--- src/core/css_defs.svh ---
// Offsets, field positions, reset values and timing counts for the command
// source selector. Assumes a 100 MHz pclk and 32-bit APB data.
`ifndef CSS_DEFS_SVH
`define CSS_DEFS_SVH

`define CSS_OFF_CTRL 12'h000
`define CSS_OFF_DECEL 12'h004
`define CSS_OFF_OLRATE 12'h008
`define CSS_OFF_STATUS 12'h00C
`define CSS_OFF_FREQ 12'h010

`define CSS_CTRL_SER_LSB 0
`define CSS_CTRL_FB_LSB 4
`define CSS_CTRL_PERMIT_ASSIGNED 6
`define CSS_CTRL_AUTO_DECEL 7
`define CSS_CTRL_RUN_TERMINAL 8
`define CSS_CTRL_FREQ_TWO 9
`define CSS_CTRL_WIDTH 10

`define CSS_CTRL_RESET 10'h000
`define CSS_DECEL_RESET 16'h0064
`define CSS_OLRATE_RESET 17'h1_863C

`define CSS_SER_MODE_MAX 4'h8
`define CSS_OLRATE_OFF 17'h1_863C
`define CSS_OLRATE_MAX 17'h0_2710
`define CSS_MAX_FREQ 16'h1770

`define CSS_CLK_PERIOD_NS 10
`define CSS_TICK_US 10
`define CSS_TICK_CYCLES (`CSS_TICK_US * 1000 / `CSS_CLK_PERIOD_NS)
`define CSS_DECEL_UNIT_US 100000
`define CSS_TICKS_PER_DECEL_UNIT (`CSS_DECEL_UNIT_US / `CSS_TICK_US)
`define CSS_TICKS_PER_SEC (1000000 / `CSS_TICK_US)
`define CSS_AUTO_DECEL_FACTOR 3

`endif

--- src/core/css_pkg.sv ---
// Types shared by the command source selector.
// Assumes css_defs.svh supplies the numeric constants.
package css_pkg;

   typedef enum logic [1:0] {
      CSS_SRC_LOCAL = 2'b00,
      CSS_SRC_SERIAL = 2'b01,
      CSS_SRC_OPTION = 2'b10,
      CSS_SRC_FIELDBUS = 2'b11
   } css_src_t;

   typedef enum logic [2:0] {
      CSS_RS_STEADY = 3'b000,
      CSS_RS_UP = 3'b001,
      CSS_RS_DOWN = 3'b010,
      CSS_RS_HOLD = 3'b011,
      CSS_RS_OVERLOAD = 3'b100
   } css_ramp_t;

   // One command from a remote source: run request and frequency in 0.01 Hz.
   typedef struct packed {
      logic run;
      logic [15:0] freq;
   } css_cmd_t;

endpackage

--- src/core/css_command_select.sv ---
// Command source selector with output frequency ramp, automatic
// deceleration and overload prevention, reached over APB.
// Assumes remote command structs come from logic on pclk; digital pins
// (terminals, permit, DC link and overload warnings) are asynchronous.
`timescale 1ns/1ps
`include "css_defs.svh"

// How it works
// One mode field picks serial-link sources, another picks field-bus sources.
// Serial mode 0: local frequency and local run.
// Serial mode 1: serial port frequency, local run.
// Serial mode 2: local frequency, serial port run.
// Serial mode 3: serial port frequency and run.
// Serial mode 4: option card frequency, local run.
// Serial mode 5: option card frequency, serial port run.
// Serial mode 6: local frequency, option card run.
// Serial mode 7: serial port frequency, option card run.
// Serial mode 8: option card frequency and run.
// Field-bus mode 0 keeps both serial-mode choices.
// Field-bus mode 1: field-bus frequency, serial-mode run choice.
// Field-bus mode 2: field-bus run, serial-mode frequency choice.
// Field-bus mode 3: field-bus frequency and run regardless of serial mode.
// Assigned permit inactive forces local sources; active applies both modes.
// Local run is keypad or terminal; local frequency is setting or multistep.
// Automatic deceleration holds frequency while DC link voltage is high.
// Automatic deceleration lasting three decel times without falling is cancelled.
// Overload warning lowers output frequency before a trip.
// Overload rate zero uses the first deceleration time.
// Overload rate 0.01 to 100.0 Hz/s lowers frequency at that rate.
// Overload rate 999 disables overload prevention.
module css_command_select (
   // Clock and reset
   input wire logic pclk,
   input wire logic presetn,
   // APB slave
   input wire logic psel,
   input wire logic penable,
   input wire logic pwrite,
   input wire logic [11:0] paddr,
   input wire logic [31:0] pwdata,
   output logic [31:0] prdata,
   output logic pready,
   output logic pslverr,
   // Local command sources
   input wire logic [15:0] local_freq_setting_one,
   input wire logic [15:0] local_freq_setting_two,
   input wire logic [15:0] multistep_freq,
   input wire logic multistep_active,
   input wire logic keypad_run,
   // Asynchronous digital pins
   input wire logic terminal_run,
   input wire logic remote_command_permit,
   input wire logic dc_link_high,
   input wire logic overload_warn,
   // Remote command sources
   input wire css_pkg::css_cmd_t serial_cmd,
   input wire css_pkg::css_cmd_t option_cmd,
   input wire css_pkg::css_cmd_t fieldbus_cmd,
   // Drive outputs
   output logic [15:0] freq_out,
   output logic run_out,
   output css_pkg::css_src_t freq_src,
   output css_pkg::css_src_t run_src
);

   // Pin synchronisers, one pair of flops per pin.
   localparam int NPIN = 4;
   logic [NPIN-1:0] pin_raw;
   logic [NPIN-1:0] pin_meta_q;
   logic [NPIN-1:0] pin_q;
   assign pin_raw = {overload_warn, dc_link_high, remote_command_permit,
                     terminal_run};

   genvar gi;
   generate
      for (gi = 0; gi < NPIN; gi++) begin : g_sync
         always_ff @(posedge pclk or negedge presetn) begin
            if (!presetn) begin
               pin_meta_q[gi] <= 1'b0;
               pin_q[gi] <= 1'b0;
            end else begin
               pin_meta_q[gi] <= pin_raw[gi];
               pin_q[gi] <= pin_meta_q[gi];
            end
         end
      end
   endgenerate

   logic term_run_s;
   logic permit_s;
   logic dc_high_s;
   logic ol_warn_s;
   assign term_run_s = pin_q[0];
   assign permit_s = pin_q[1];
   assign dc_high_s = pin_q[2];
   assign ol_warn_s = pin_q[3];

   // Software registers.
   logic [`CSS_CTRL_WIDTH-1:0] ctrl_q;
   logic [15:0] decel_time_one_q;
   logic [16:0] overload_prevent_rate_q;
   logic [31:0] prdata_q;
   logic pslverr_q;

   logic [3:0] serial_source_mode;
   logic [1:0] fieldbus_source_mode;
   logic permit_assigned;
   logic auto_decel_select;
   logic local_run_source;
   logic freq_two_sel;
   assign serial_source_mode = ctrl_q[`CSS_CTRL_SER_LSB +: 4];
   assign fieldbus_source_mode = ctrl_q[`CSS_CTRL_FB_LSB +: 2];
   assign permit_assigned = ctrl_q[`CSS_CTRL_PERMIT_ASSIGNED];
   assign auto_decel_select = ctrl_q[`CSS_CTRL_AUTO_DECEL];
   assign local_run_source = ctrl_q[`CSS_CTRL_RUN_TERMINAL];
   assign freq_two_sel = ctrl_q[`CSS_CTRL_FREQ_TWO];

   // Source selection.
   logic [3:0] sm;
   logic ser_freq_serial;
   logic ser_freq_option;
   logic ser_run_serial;
   logic ser_run_option;
   css_pkg::css_src_t ser_freq_src;
   css_pkg::css_src_t ser_run_src;
   css_pkg::css_src_t mode_freq_src;
   css_pkg::css_src_t mode_run_src;
   logic remote_ok;
   assign sm = serial_source_mode;
   assign ser_freq_serial = (sm == 4'h1) || (sm == 4'h3) || (sm == 4'h7);
   assign ser_freq_option = (sm == 4'h4) || (sm == 4'h5) || (sm == 4'h8);
   assign ser_run_serial = (sm == 4'h2) || (sm == 4'h3) || (sm == 4'h5);
   assign ser_run_option = (sm == 4'h6) || (sm == 4'h7) || (sm == 4'h8);
   // Modes 0 and codes above 8 fall back to local sources.
   assign ser_freq_src = ser_freq_serial ? css_pkg::CSS_SRC_SERIAL :
                         ser_freq_option ? css_pkg::CSS_SRC_OPTION :
                         css_pkg::CSS_SRC_LOCAL;
   assign ser_run_src = ser_run_serial ? css_pkg::CSS_SRC_SERIAL :
                        ser_run_option ? css_pkg::CSS_SRC_OPTION :
                        css_pkg::CSS_SRC_LOCAL;
   assign mode_freq_src = fieldbus_source_mode[0] ?
                          css_pkg::CSS_SRC_FIELDBUS : ser_freq_src;
   assign mode_run_src = fieldbus_source_mode[1] ?
                         css_pkg::CSS_SRC_FIELDBUS : ser_run_src;
   // An unassigned permit leaves the modes in force.
   assign remote_ok = !permit_assigned || permit_s;

   css_pkg::css_src_t freq_sel_src;
   css_pkg::css_src_t run_sel_src;
   assign freq_sel_src = remote_ok ? mode_freq_src :
                         css_pkg::CSS_SRC_LOCAL;
   assign run_sel_src = remote_ok ? mode_run_src :
                        css_pkg::CSS_SRC_LOCAL;

   logic [15:0] local_freq;
   logic local_run;
   assign local_freq = multistep_active ? multistep_freq :
                       freq_two_sel ? local_freq_setting_two :
                       local_freq_setting_one;
   assign local_run = local_run_source ? term_run_s : keypad_run;

   logic [15:0] sel_freq;
   logic sel_run;
   assign sel_freq = (freq_sel_src == css_pkg::CSS_SRC_SERIAL) ?
                     serial_cmd.freq :
                     (freq_sel_src == css_pkg::CSS_SRC_OPTION) ?
                     option_cmd.freq :
                     (freq_sel_src == css_pkg::CSS_SRC_FIELDBUS) ?
                     fieldbus_cmd.freq : local_freq;
   assign sel_run = (run_sel_src == css_pkg::CSS_SRC_SERIAL) ?
                    serial_cmd.run :
                    (run_sel_src == css_pkg::CSS_SRC_OPTION) ?
                    option_cmd.run :
                    (run_sel_src == css_pkg::CSS_SRC_FIELDBUS) ?
                    fieldbus_cmd.run : local_run;

   // Ramp timebase: one enable pulse every 10 us.
   localparam logic [9:0] TICK_LAST = 10'(`CSS_TICK_CYCLES - 1);
   logic [9:0] tick_cnt_q;
   logic tick;
   assign tick = (tick_cnt_q == TICK_LAST);
   always_ff @(posedge pclk or negedge presetn) begin
      if (!presetn) begin
         tick_cnt_q <= 10'h000;
      end else begin
         tick_cnt_q <= tick ? 10'h000 : tick_cnt_q + 10'h001;
      end
   end

   // Ramp engine.
   logic [15:0] freq_q;
   logic [31:0] acc_q;
   logic [31:0] hold_cnt_q;
   logic cancel_q;

   logic [15:0] target;
   logic ol_enabled;
   logic ol_active;
   logic going_down;
   logic going_up;
   logic auto_hold;
   css_pkg::css_ramp_t ramp;
   assign target = !sel_run ? 16'h0000 :
                   (sel_freq > `CSS_MAX_FREQ) ? `CSS_MAX_FREQ : sel_freq;
   assign ol_enabled = (overload_prevent_rate_q != `CSS_OLRATE_OFF);
   assign ol_active = ol_enabled && ol_warn_s && (freq_q != 16'h0000);
   assign going_down = (freq_q > target);
   assign going_up = (freq_q < target);
   // Auto deceleration only acts on a commanded slowdown, not on overload.
   assign auto_hold = going_down && auto_decel_select && dc_high_s &&
                      !cancel_q;
   assign ramp = ol_active ? css_pkg::CSS_RS_OVERLOAD :
                 auto_hold ? css_pkg::CSS_RS_HOLD :
                 going_down ? css_pkg::CSS_RS_DOWN :
                 going_up ? css_pkg::CSS_RS_UP : css_pkg::CSS_RS_STEADY;

   // Step and threshold of the rate accumulator. The frequency moves at most
   // one count per tick, which caps a ramp at 1000 Hz/s.
   logic [31:0] decel_thresh;
   logic [31:0] auto_limit;
   logic [31:0] ol_step;
   assign decel_thresh = 32'(decel_time_one_q) *
                         32'(`CSS_TICKS_PER_DECEL_UNIT);
   assign auto_limit = 32'(`CSS_AUTO_DECEL_FACTOR) * decel_thresh;
   assign ol_step = (overload_prevent_rate_q > `CSS_OLRATE_MAX) ?
                    32'(`CSS_OLRATE_MAX) : 32'(overload_prevent_rate_q);

   logic [31:0] step;
   logic [31:0] thresh;
   always_comb begin
      step = 32'(`CSS_MAX_FREQ);
      thresh = decel_thresh;
      unique case (ramp)
         css_pkg::CSS_RS_OVERLOAD: begin
            if (overload_prevent_rate_q != 17'h0_0000) begin
               step = ol_step;
               thresh = 32'(`CSS_TICKS_PER_SEC);
            end
         end
         css_pkg::CSS_RS_STEADY, css_pkg::CSS_RS_UP, css_pkg::CSS_RS_DOWN,
         css_pkg::CSS_RS_HOLD: begin
         end
         default: begin
         end
      endcase
   end

   logic [31:0] acc_sum;
   logic move;
   logic moving;
   assign acc_sum = acc_q + step;
   assign moving = (ramp == css_pkg::CSS_RS_UP) ||
                   (ramp == css_pkg::CSS_RS_DOWN) ||
                   (ramp == css_pkg::CSS_RS_OVERLOAD);
   assign move = tick && moving && (acc_sum >= thresh);

   always_ff @(posedge pclk or negedge presetn) begin
      if (!presetn) begin
         acc_q <= 32'h0000_0000;
      end else if (!moving) begin
         acc_q <= 32'h0000_0000;
      end else if (tick) begin
         acc_q <= move ? acc_sum - thresh : acc_sum;
      end
   end

   always_ff @(posedge pclk or negedge presetn) begin
      if (!presetn) begin
         freq_q <= 16'h0000;
      end else if (move) begin
         if (ramp == css_pkg::CSS_RS_UP) begin
            freq_q <= freq_q + 16'h0001;
         end else begin
            freq_q <= freq_q - 16'h0001;
         end
      end
   end

   // Time spent holding without a fall; reset by any fall or end of slowdown.
   always_ff @(posedge pclk or negedge presetn) begin
      if (!presetn) begin
         hold_cnt_q <= 32'h0000_0000;
      end else if (!going_down || move) begin
         hold_cnt_q <= 32'h0000_0000;
      end else if (tick && ramp == css_pkg::CSS_RS_HOLD &&
                   hold_cnt_q != 32'hFFFF_FFFF) begin
         hold_cnt_q <= hold_cnt_q + 32'h0000_0001;
      end
   end

   // Cancellation lasts until the slowdown completes.
   always_ff @(posedge pclk or negedge presetn) begin
      if (!presetn) begin
         cancel_q <= 1'b0;
      end else if (!going_down) begin
         cancel_q <= 1'b0;
      end else if (ramp == css_pkg::CSS_RS_HOLD &&
                   hold_cnt_q >= auto_limit) begin
         cancel_q <= 1'b1;
      end
   end

   // Registered drive outputs.
   logic run_q;
   css_pkg::css_src_t freq_src_q;
   css_pkg::css_src_t run_src_q;
   always_ff @(posedge pclk or negedge presetn) begin
      if (!presetn) begin
         run_q <= 1'b0;
         freq_src_q <= css_pkg::CSS_SRC_LOCAL;
         run_src_q <= css_pkg::CSS_SRC_LOCAL;
      end else begin
         run_q <= sel_run || (freq_q != 16'h0000);
         freq_src_q <= freq_sel_src;
         run_src_q <= run_sel_src;
      end
   end
   assign freq_out = freq_q;
   assign run_out = run_q;
   assign freq_src = freq_src_q;
   assign run_src = run_src_q;

   // APB decode. The slave never inserts wait states.
   logic setup;
   logic hit_ctrl;
   logic hit_decel;
   logic hit_olrate;
   logic hit_status;
   logic hit_freq;
   logic mapped;
   logic wr_en;
   assign setup = psel && !penable;
   assign hit_ctrl = (paddr == `CSS_OFF_CTRL);
   assign hit_decel = (paddr == `CSS_OFF_DECEL);
   assign hit_olrate = (paddr == `CSS_OFF_OLRATE);
   assign hit_status = (paddr == `CSS_OFF_STATUS);
   assign hit_freq = (paddr == `CSS_OFF_FREQ);
   assign mapped = hit_ctrl || hit_decel || hit_olrate || hit_status ||
                   hit_freq;
   assign wr_en = psel && penable && pwrite;

   logic [31:0] status_word;
   assign status_word = {20'h0_0000, cancel_q, permit_s, ol_active,
                         auto_hold, run_q, 1'b0, ramp == css_pkg::CSS_RS_HOLD,
                         1'b0, run_sel_src, freq_sel_src};

   logic [31:0] rd_word;
   assign rd_word = hit_ctrl ? 32'(ctrl_q) :
                    hit_decel ? 32'(decel_time_one_q) :
                    hit_olrate ? 32'(overload_prevent_rate_q) :
                    hit_status ? status_word :
                    hit_freq ? 32'(freq_q) : 32'h0000_0000;

   always_ff @(posedge pclk or negedge presetn) begin
      if (!presetn) begin
         ctrl_q <= `CSS_CTRL_RESET;
         decel_time_one_q <= `CSS_DECEL_RESET;
         overload_prevent_rate_q <= `CSS_OLRATE_RESET;
      end else if (wr_en) begin
         if (hit_ctrl) begin
            ctrl_q <= pwdata[`CSS_CTRL_WIDTH-1:0];
         end
         if (hit_decel) begin
            decel_time_one_q <= pwdata[15:0];
         end
         if (hit_olrate) begin
            overload_prevent_rate_q <= pwdata[16:0];
         end
      end
   end

   // Read data and error are captured in the setup cycle.
   always_ff @(posedge pclk or negedge presetn) begin
      if (!presetn) begin
         prdata_q <= 32'h0000_0000;
         pslverr_q <= 1'b0;
      end else if (setup) begin
         prdata_q <= pwrite ? 32'h0000_0000 : rd_word;
         pslverr_q <= !mapped || (pwrite && (hit_status || hit_freq));
      end
   end
   assign prdata = prdata_q;
   assign pready = 1'b1;
   assign pslverr = pslverr_q;

endmodule

--- config.mk ---
export PLATFORM = sky130hd
export DESIGN_NAME = css_command_select
export DESIGN_NICKNAME = d
export VERILOG_FILES = /design/src/core/css_pkg.sv /design/src/core/css_command_select.sv
export VERILOG_INCLUDE_DIRS = /design/src /design/src/core
export SDC_FILE = /design/constraint.sdc
export NUM_CORES = 1
export LEC_CHECK = 0
export BUFFER_PORTS_ARGS = -buffer_cell sky130_fd_sc_hd__buf_2
export CAP_MARGIN = 20
export CORE_MARGIN = 2
export CORE_UTILIZATION = 60
export CTS_CLUSTER_SIZE = 25
export DETAILED_ROUTE_END_ITERATION = 10
export HOLD_SLACK_MARGIN = 0.06
export PLACE_DENSITY_LB_ADDON = 0.25
export SYNTH_ARGS = -nofsm -noshare
export SYNTH_HDL_FRONTEND = slang
export SYNTH_SLANG_ARGS = --single-unit
export TNS_END_PERCENT = 10
--- constraint.sdc ---
create_clock -name pclk -period 15.67 [get_ports pclk]
set_input_delay 2.3505 -clock pclk [delete_from_list [all_inputs] [get_ports pclk]]
set_output_delay 2.3505 -clock pclk [all_outputs]
set_load 0.03 [all_outputs]
==> results.rst <==
.. list-table::
   :header-rows: 1

   * - Metric
     - Value
   * - Detailed placer's ending HPWL
     - 38.28 mm
   * - Post-CTS sizing
     - 0
   * - Commonest cells after routing, fill and taps aside
     - ha_1, nor2_1, buf_2, nand2_1, inv_1
   * - CTS tree
     - built
   * - Slew margin rel.
     - 32.56%
   * - Setup repair after global routing missed its margin
     - no
   * - Floorplan die width
     - approximately 170 um
   * - WHS
     - 353.7 ps
   * - Share of the clock period used by the worst path
     - between 50% and 60%
   * - Average routed wire per standard cell
     - 19.06 um
   * - Final hold viol count
     - 0
   * - Initial antenna violation count
     - 1
   * - Setup TNS Final
     - 0 ps
   * - Maximum number of pins on one net before global-route repair
     - 61
   * - Category of the worst setup path launch point
     - register
   * - Instance count of the mapped netlist
     - 2,015
   * - Data required time of the worst path
     - between 15,000 and 20,000 ps
   * - Utilization of the core after routing
     - about two thirds
   * - Ports placed on the boundary
     - around 210
   * - Number of I/O port buffers
     - approximately 180
   * - Minimum clock period after layout
     - 8465 ps
   * - Flip-flop and latch count after synthesis
     - 165
   * - TritonCTS buffer count
     - 17
   * - Setup Viol. Count Final
     - 0
   * - Total of fill cells in the finished design
     - 2,370
   * - Data arrival time at the worst-slack endpoint
     - a little under 9000 ps
   * - Total track usage
     - 33.70%
   * - Critical path fanouts, max
     - 32
   * - Total of hold buffers inserted after clock tree synthesis
     - 0
   * - Vias in the first global route
     - 15,149
   * - Status
     - completed
   * - Post-Synthesis Mean Instance Area
     - 8.421 um^2
   * - Kind of critical path
     - reg2reg
   * - CP Capture Type
     - register
   * - Wire length reported by the detailed router
     - approximately 49 mm
   * - Fraction of the yosys area taken by sequential cells
     - 24.41%
   * - Peak clock frequency supported by timing
     - 0.1181 GHz
   * - Clock transition at the register clock pins on the worst setup and hold paths after CTS
     - 90 ps
   * - Number of vias per cell after detailed routing
     - 6.164
   * - Global-route wire length before repair
     - 78.16 mm
   * - Root Buffer
     - clkbuf_16
   * - Share of synthesized registers carrying an async set or reset
     - 100.0%
   * - Drc violations
     - 0
   * - Worst IR Drop VDD
     - 74.79 uV
   * - Layout net count
     - between 2,000 and 3,000
   * - Worst hold path type
     - reg2reg
   * - Count of warnings emitted by yosys
     - 0
   * - Number of detailed-routing iterations run before antenna repair
     - 9
   * - Level count of the clock H-tree
     - 4
   * - Number of standard-cell rows in the floorplan
     - 61
   * - Number of distinct standard cells referenced by the synthesized netlist
     - between 80 and 90
   * - Setup fix buffers added after clock tree synthesis
     - 0
   * - Initial core utilization
     - 61.08%
   * - Max-cap check violation count
     - 0
   * - Power Density
     - between 50 and 60 nW/um^2
   * - Area growth from synthesis to layout
     - 10.88%
   * - CTS max path bufs
     - 2
   * - Synth top area share
     - 22.71%
   * - Vias
     - approximately 16,000
   * - Predominant post-synthesis flop cell
     - dfrtp_1
   * - Largest cells by area after synthesis
     - dfrtp_1, ha_1, xnor2_1, fa_1, nor2_1
   * - Share of cells above drive strength 1
     - 14.10%
   * - Worst Max-Slew Pin Slew
     - between 1000 and 1500 ps
   * - Most common cell after layout, fill and taps aside
     - ha_1
   * - Violation count after the first detailed-routing iteration
     - 1,275
   * - Core box area
     - 27,780 um^2
   * - Total Die Area
     - 29,640 um^2
   * - Final RePlAce weighted congestion
     - ~0.94
   * - Leakage power
     - 9.065 nW
   * - Leading area contributor after synthesis
     - dfrtp_1
   * - Remaining antenna violation count
     - 0
   * - Overflow after GRT
     - 0
   * - Worst-Skew Late Latency
     - between 400 and 500 ps
   * - Die Span Y
     - 172.2 um
   * - Final max-slew violation count
     - 0
   * - TritonCTS Sinks
     - approximately 170
   * - Number of enable-type register cells in the synthesized netlist
     - 0
   * - Setup skew after layout
     - 22.31 ps
   * - Netlist Area Pre-Place
     - 16,970 um^2
==> stage by stage <==
stage	std cells	instance area (um^2)	power [W]	worst slack, ps
2_1_floorplan	2035	17040	0.0005551	7864
3_3_place_gp	2528	18180	0.0006033	6984
3_5_place_dp	2528	18180	0.0006088	6837
4_1_cts	2560	18790	0.001050	7210
5_1_grt	2563	18820	0.001090	6610
6_report	2563	18820	0.001048	7205
==> registers in the layout (all words and copies together), names as in the netlist, 4 cells and up <==
name	flops
acc_q	32
hold_cnt_q	32
overload_prevent_rate_q	17
prdata	17
decel_time_one_q	16
freq_out	16
ctrl_q	10
tick_cnt_q	10
pin_meta_q	4
==> layer usage <==
metal / global-route usage [%] / part of all wire [%] / vias up
li1: - / - / 7502
met1: 42.44 / 40 / 7499
met2: 56.61 / 48 / 650
met3: 5.768 / 7.3 / 147
met4: 15.64 / 4.7 / 0
met5: 0 / 0 / -
==> kinds of logic (layout without fill, tap and decap cells) <==
kind of cell,count (synthesis),count (layout),share of synthesized area (%)
adder cells (fa/ha/maj),238,238,19.27
other,2,23,0.04426
AO/OA/AOI/OAI,490,490,18.85
multiplexers,103,103,6.378
buffers and inverters,238,387,5.781
XOR/XNOR,138,138,7.123
flip-flops,165,165,24.41
AND/OR/NAND/NOR,641,641,18.13
==> worst paths after layout <==
| kind | startpoint | to | slack (ps) | cells past startpoint |
|---|---|---|---|---|
| worst max-delay path | overload_prevent_rate_q[11]$_DFFE_PN0P_ | hold_cnt_q[3]$_DFFE_PN0P_ | 7210 | 26 |
| worst min register to register | pin_meta_q[0]$_DFF_PN0_ | term_run_s$_DFF_PN0_ | 350 | 0 |
| worst min-delay path | pin_meta_q[0]$_DFF_PN0_ | term_run_s$_DFF_PN0_ | 350 | 0 |
| worst max register to register | overload_prevent_rate_q[11]$_DFFE_PN0P_ | hold_cnt_q[3]$_DFFE_PN0P_ | 7210 | 26 |
| max in group asynchronous | presetn | ctrl_q[2]$_DFFE_PN0P_ | 11980 | 3 |
| min in group asynchronous | presetn | acc_q[28]$_DFFE_PN0P_ | 1840 | 1 |
==> synthesized netlist by cell type (all sizes together) (13+ instances only) <==
master / number
ha: 199
nor2: 181
nand2: 172
inv: 157
dfrtp: 154
o21ai: 139
a21oi: 122
xnor2: 93
mux2i: 62
nand3: 53
nor3: 52
clkbuf: 49
xor2: 45
a21o: 44
mux2: 41
fa: 39
buf: 32
a211oi: 30
and3: 30
nand4: 30
and2: 21
nand2b: 20
nor2b: 17
a31oi: 16
nor4: 15
o21a: 13
==> layout make-up <==
cell class | count | area, um^2 | share of cell area [%]
multi-input combinational | 1632 | 11940 | 63.45
sequential | 165 | 4143 | 22.02
timing repair buffer | 198 | 1057 | 5.619
inverter | 157 | 589.3 | 3.132
tap | 378 | 473.0 | 2.514
clock buffer | 17 | 425.4 | 2.261
clock inverter | 15 | 187.7 | 0.9975
antenna | 1 | 2.502 | 0.01330
==> where the power goes <==
part           switching (W)  internal (W)
sequential        0.00000137      0.000427
combinational       0.000104     0.0000704
clock               0.000226      0.000220
total               0.000331      0.000717
==> worst max-delay path: stages (launching register included) <==
cell and delay (ps):
dfrtp_1 470, nor4_1 430, nor4b_1 520, a32oi_1 230, a2111oi_2 860, and2_1 300
nand2b_1 90, ha_1 370, a2111oi_2 360, o21ai_1 180, a41o_1 330, a21oi_1 370
nand3b_1 380, nor3_1 150, xor2_1 170, ha_1 380, a21o_1 210, a31o_1 180
a21oi_1 140, o211ai_1 240, o21ai_1 270, nand4b_2 300, o21ai_2 200, buf_4 360
nand2_1 440, buf_8 300, nor2_1 120
No activity file was read; power rests on OpenSTA's default activity.
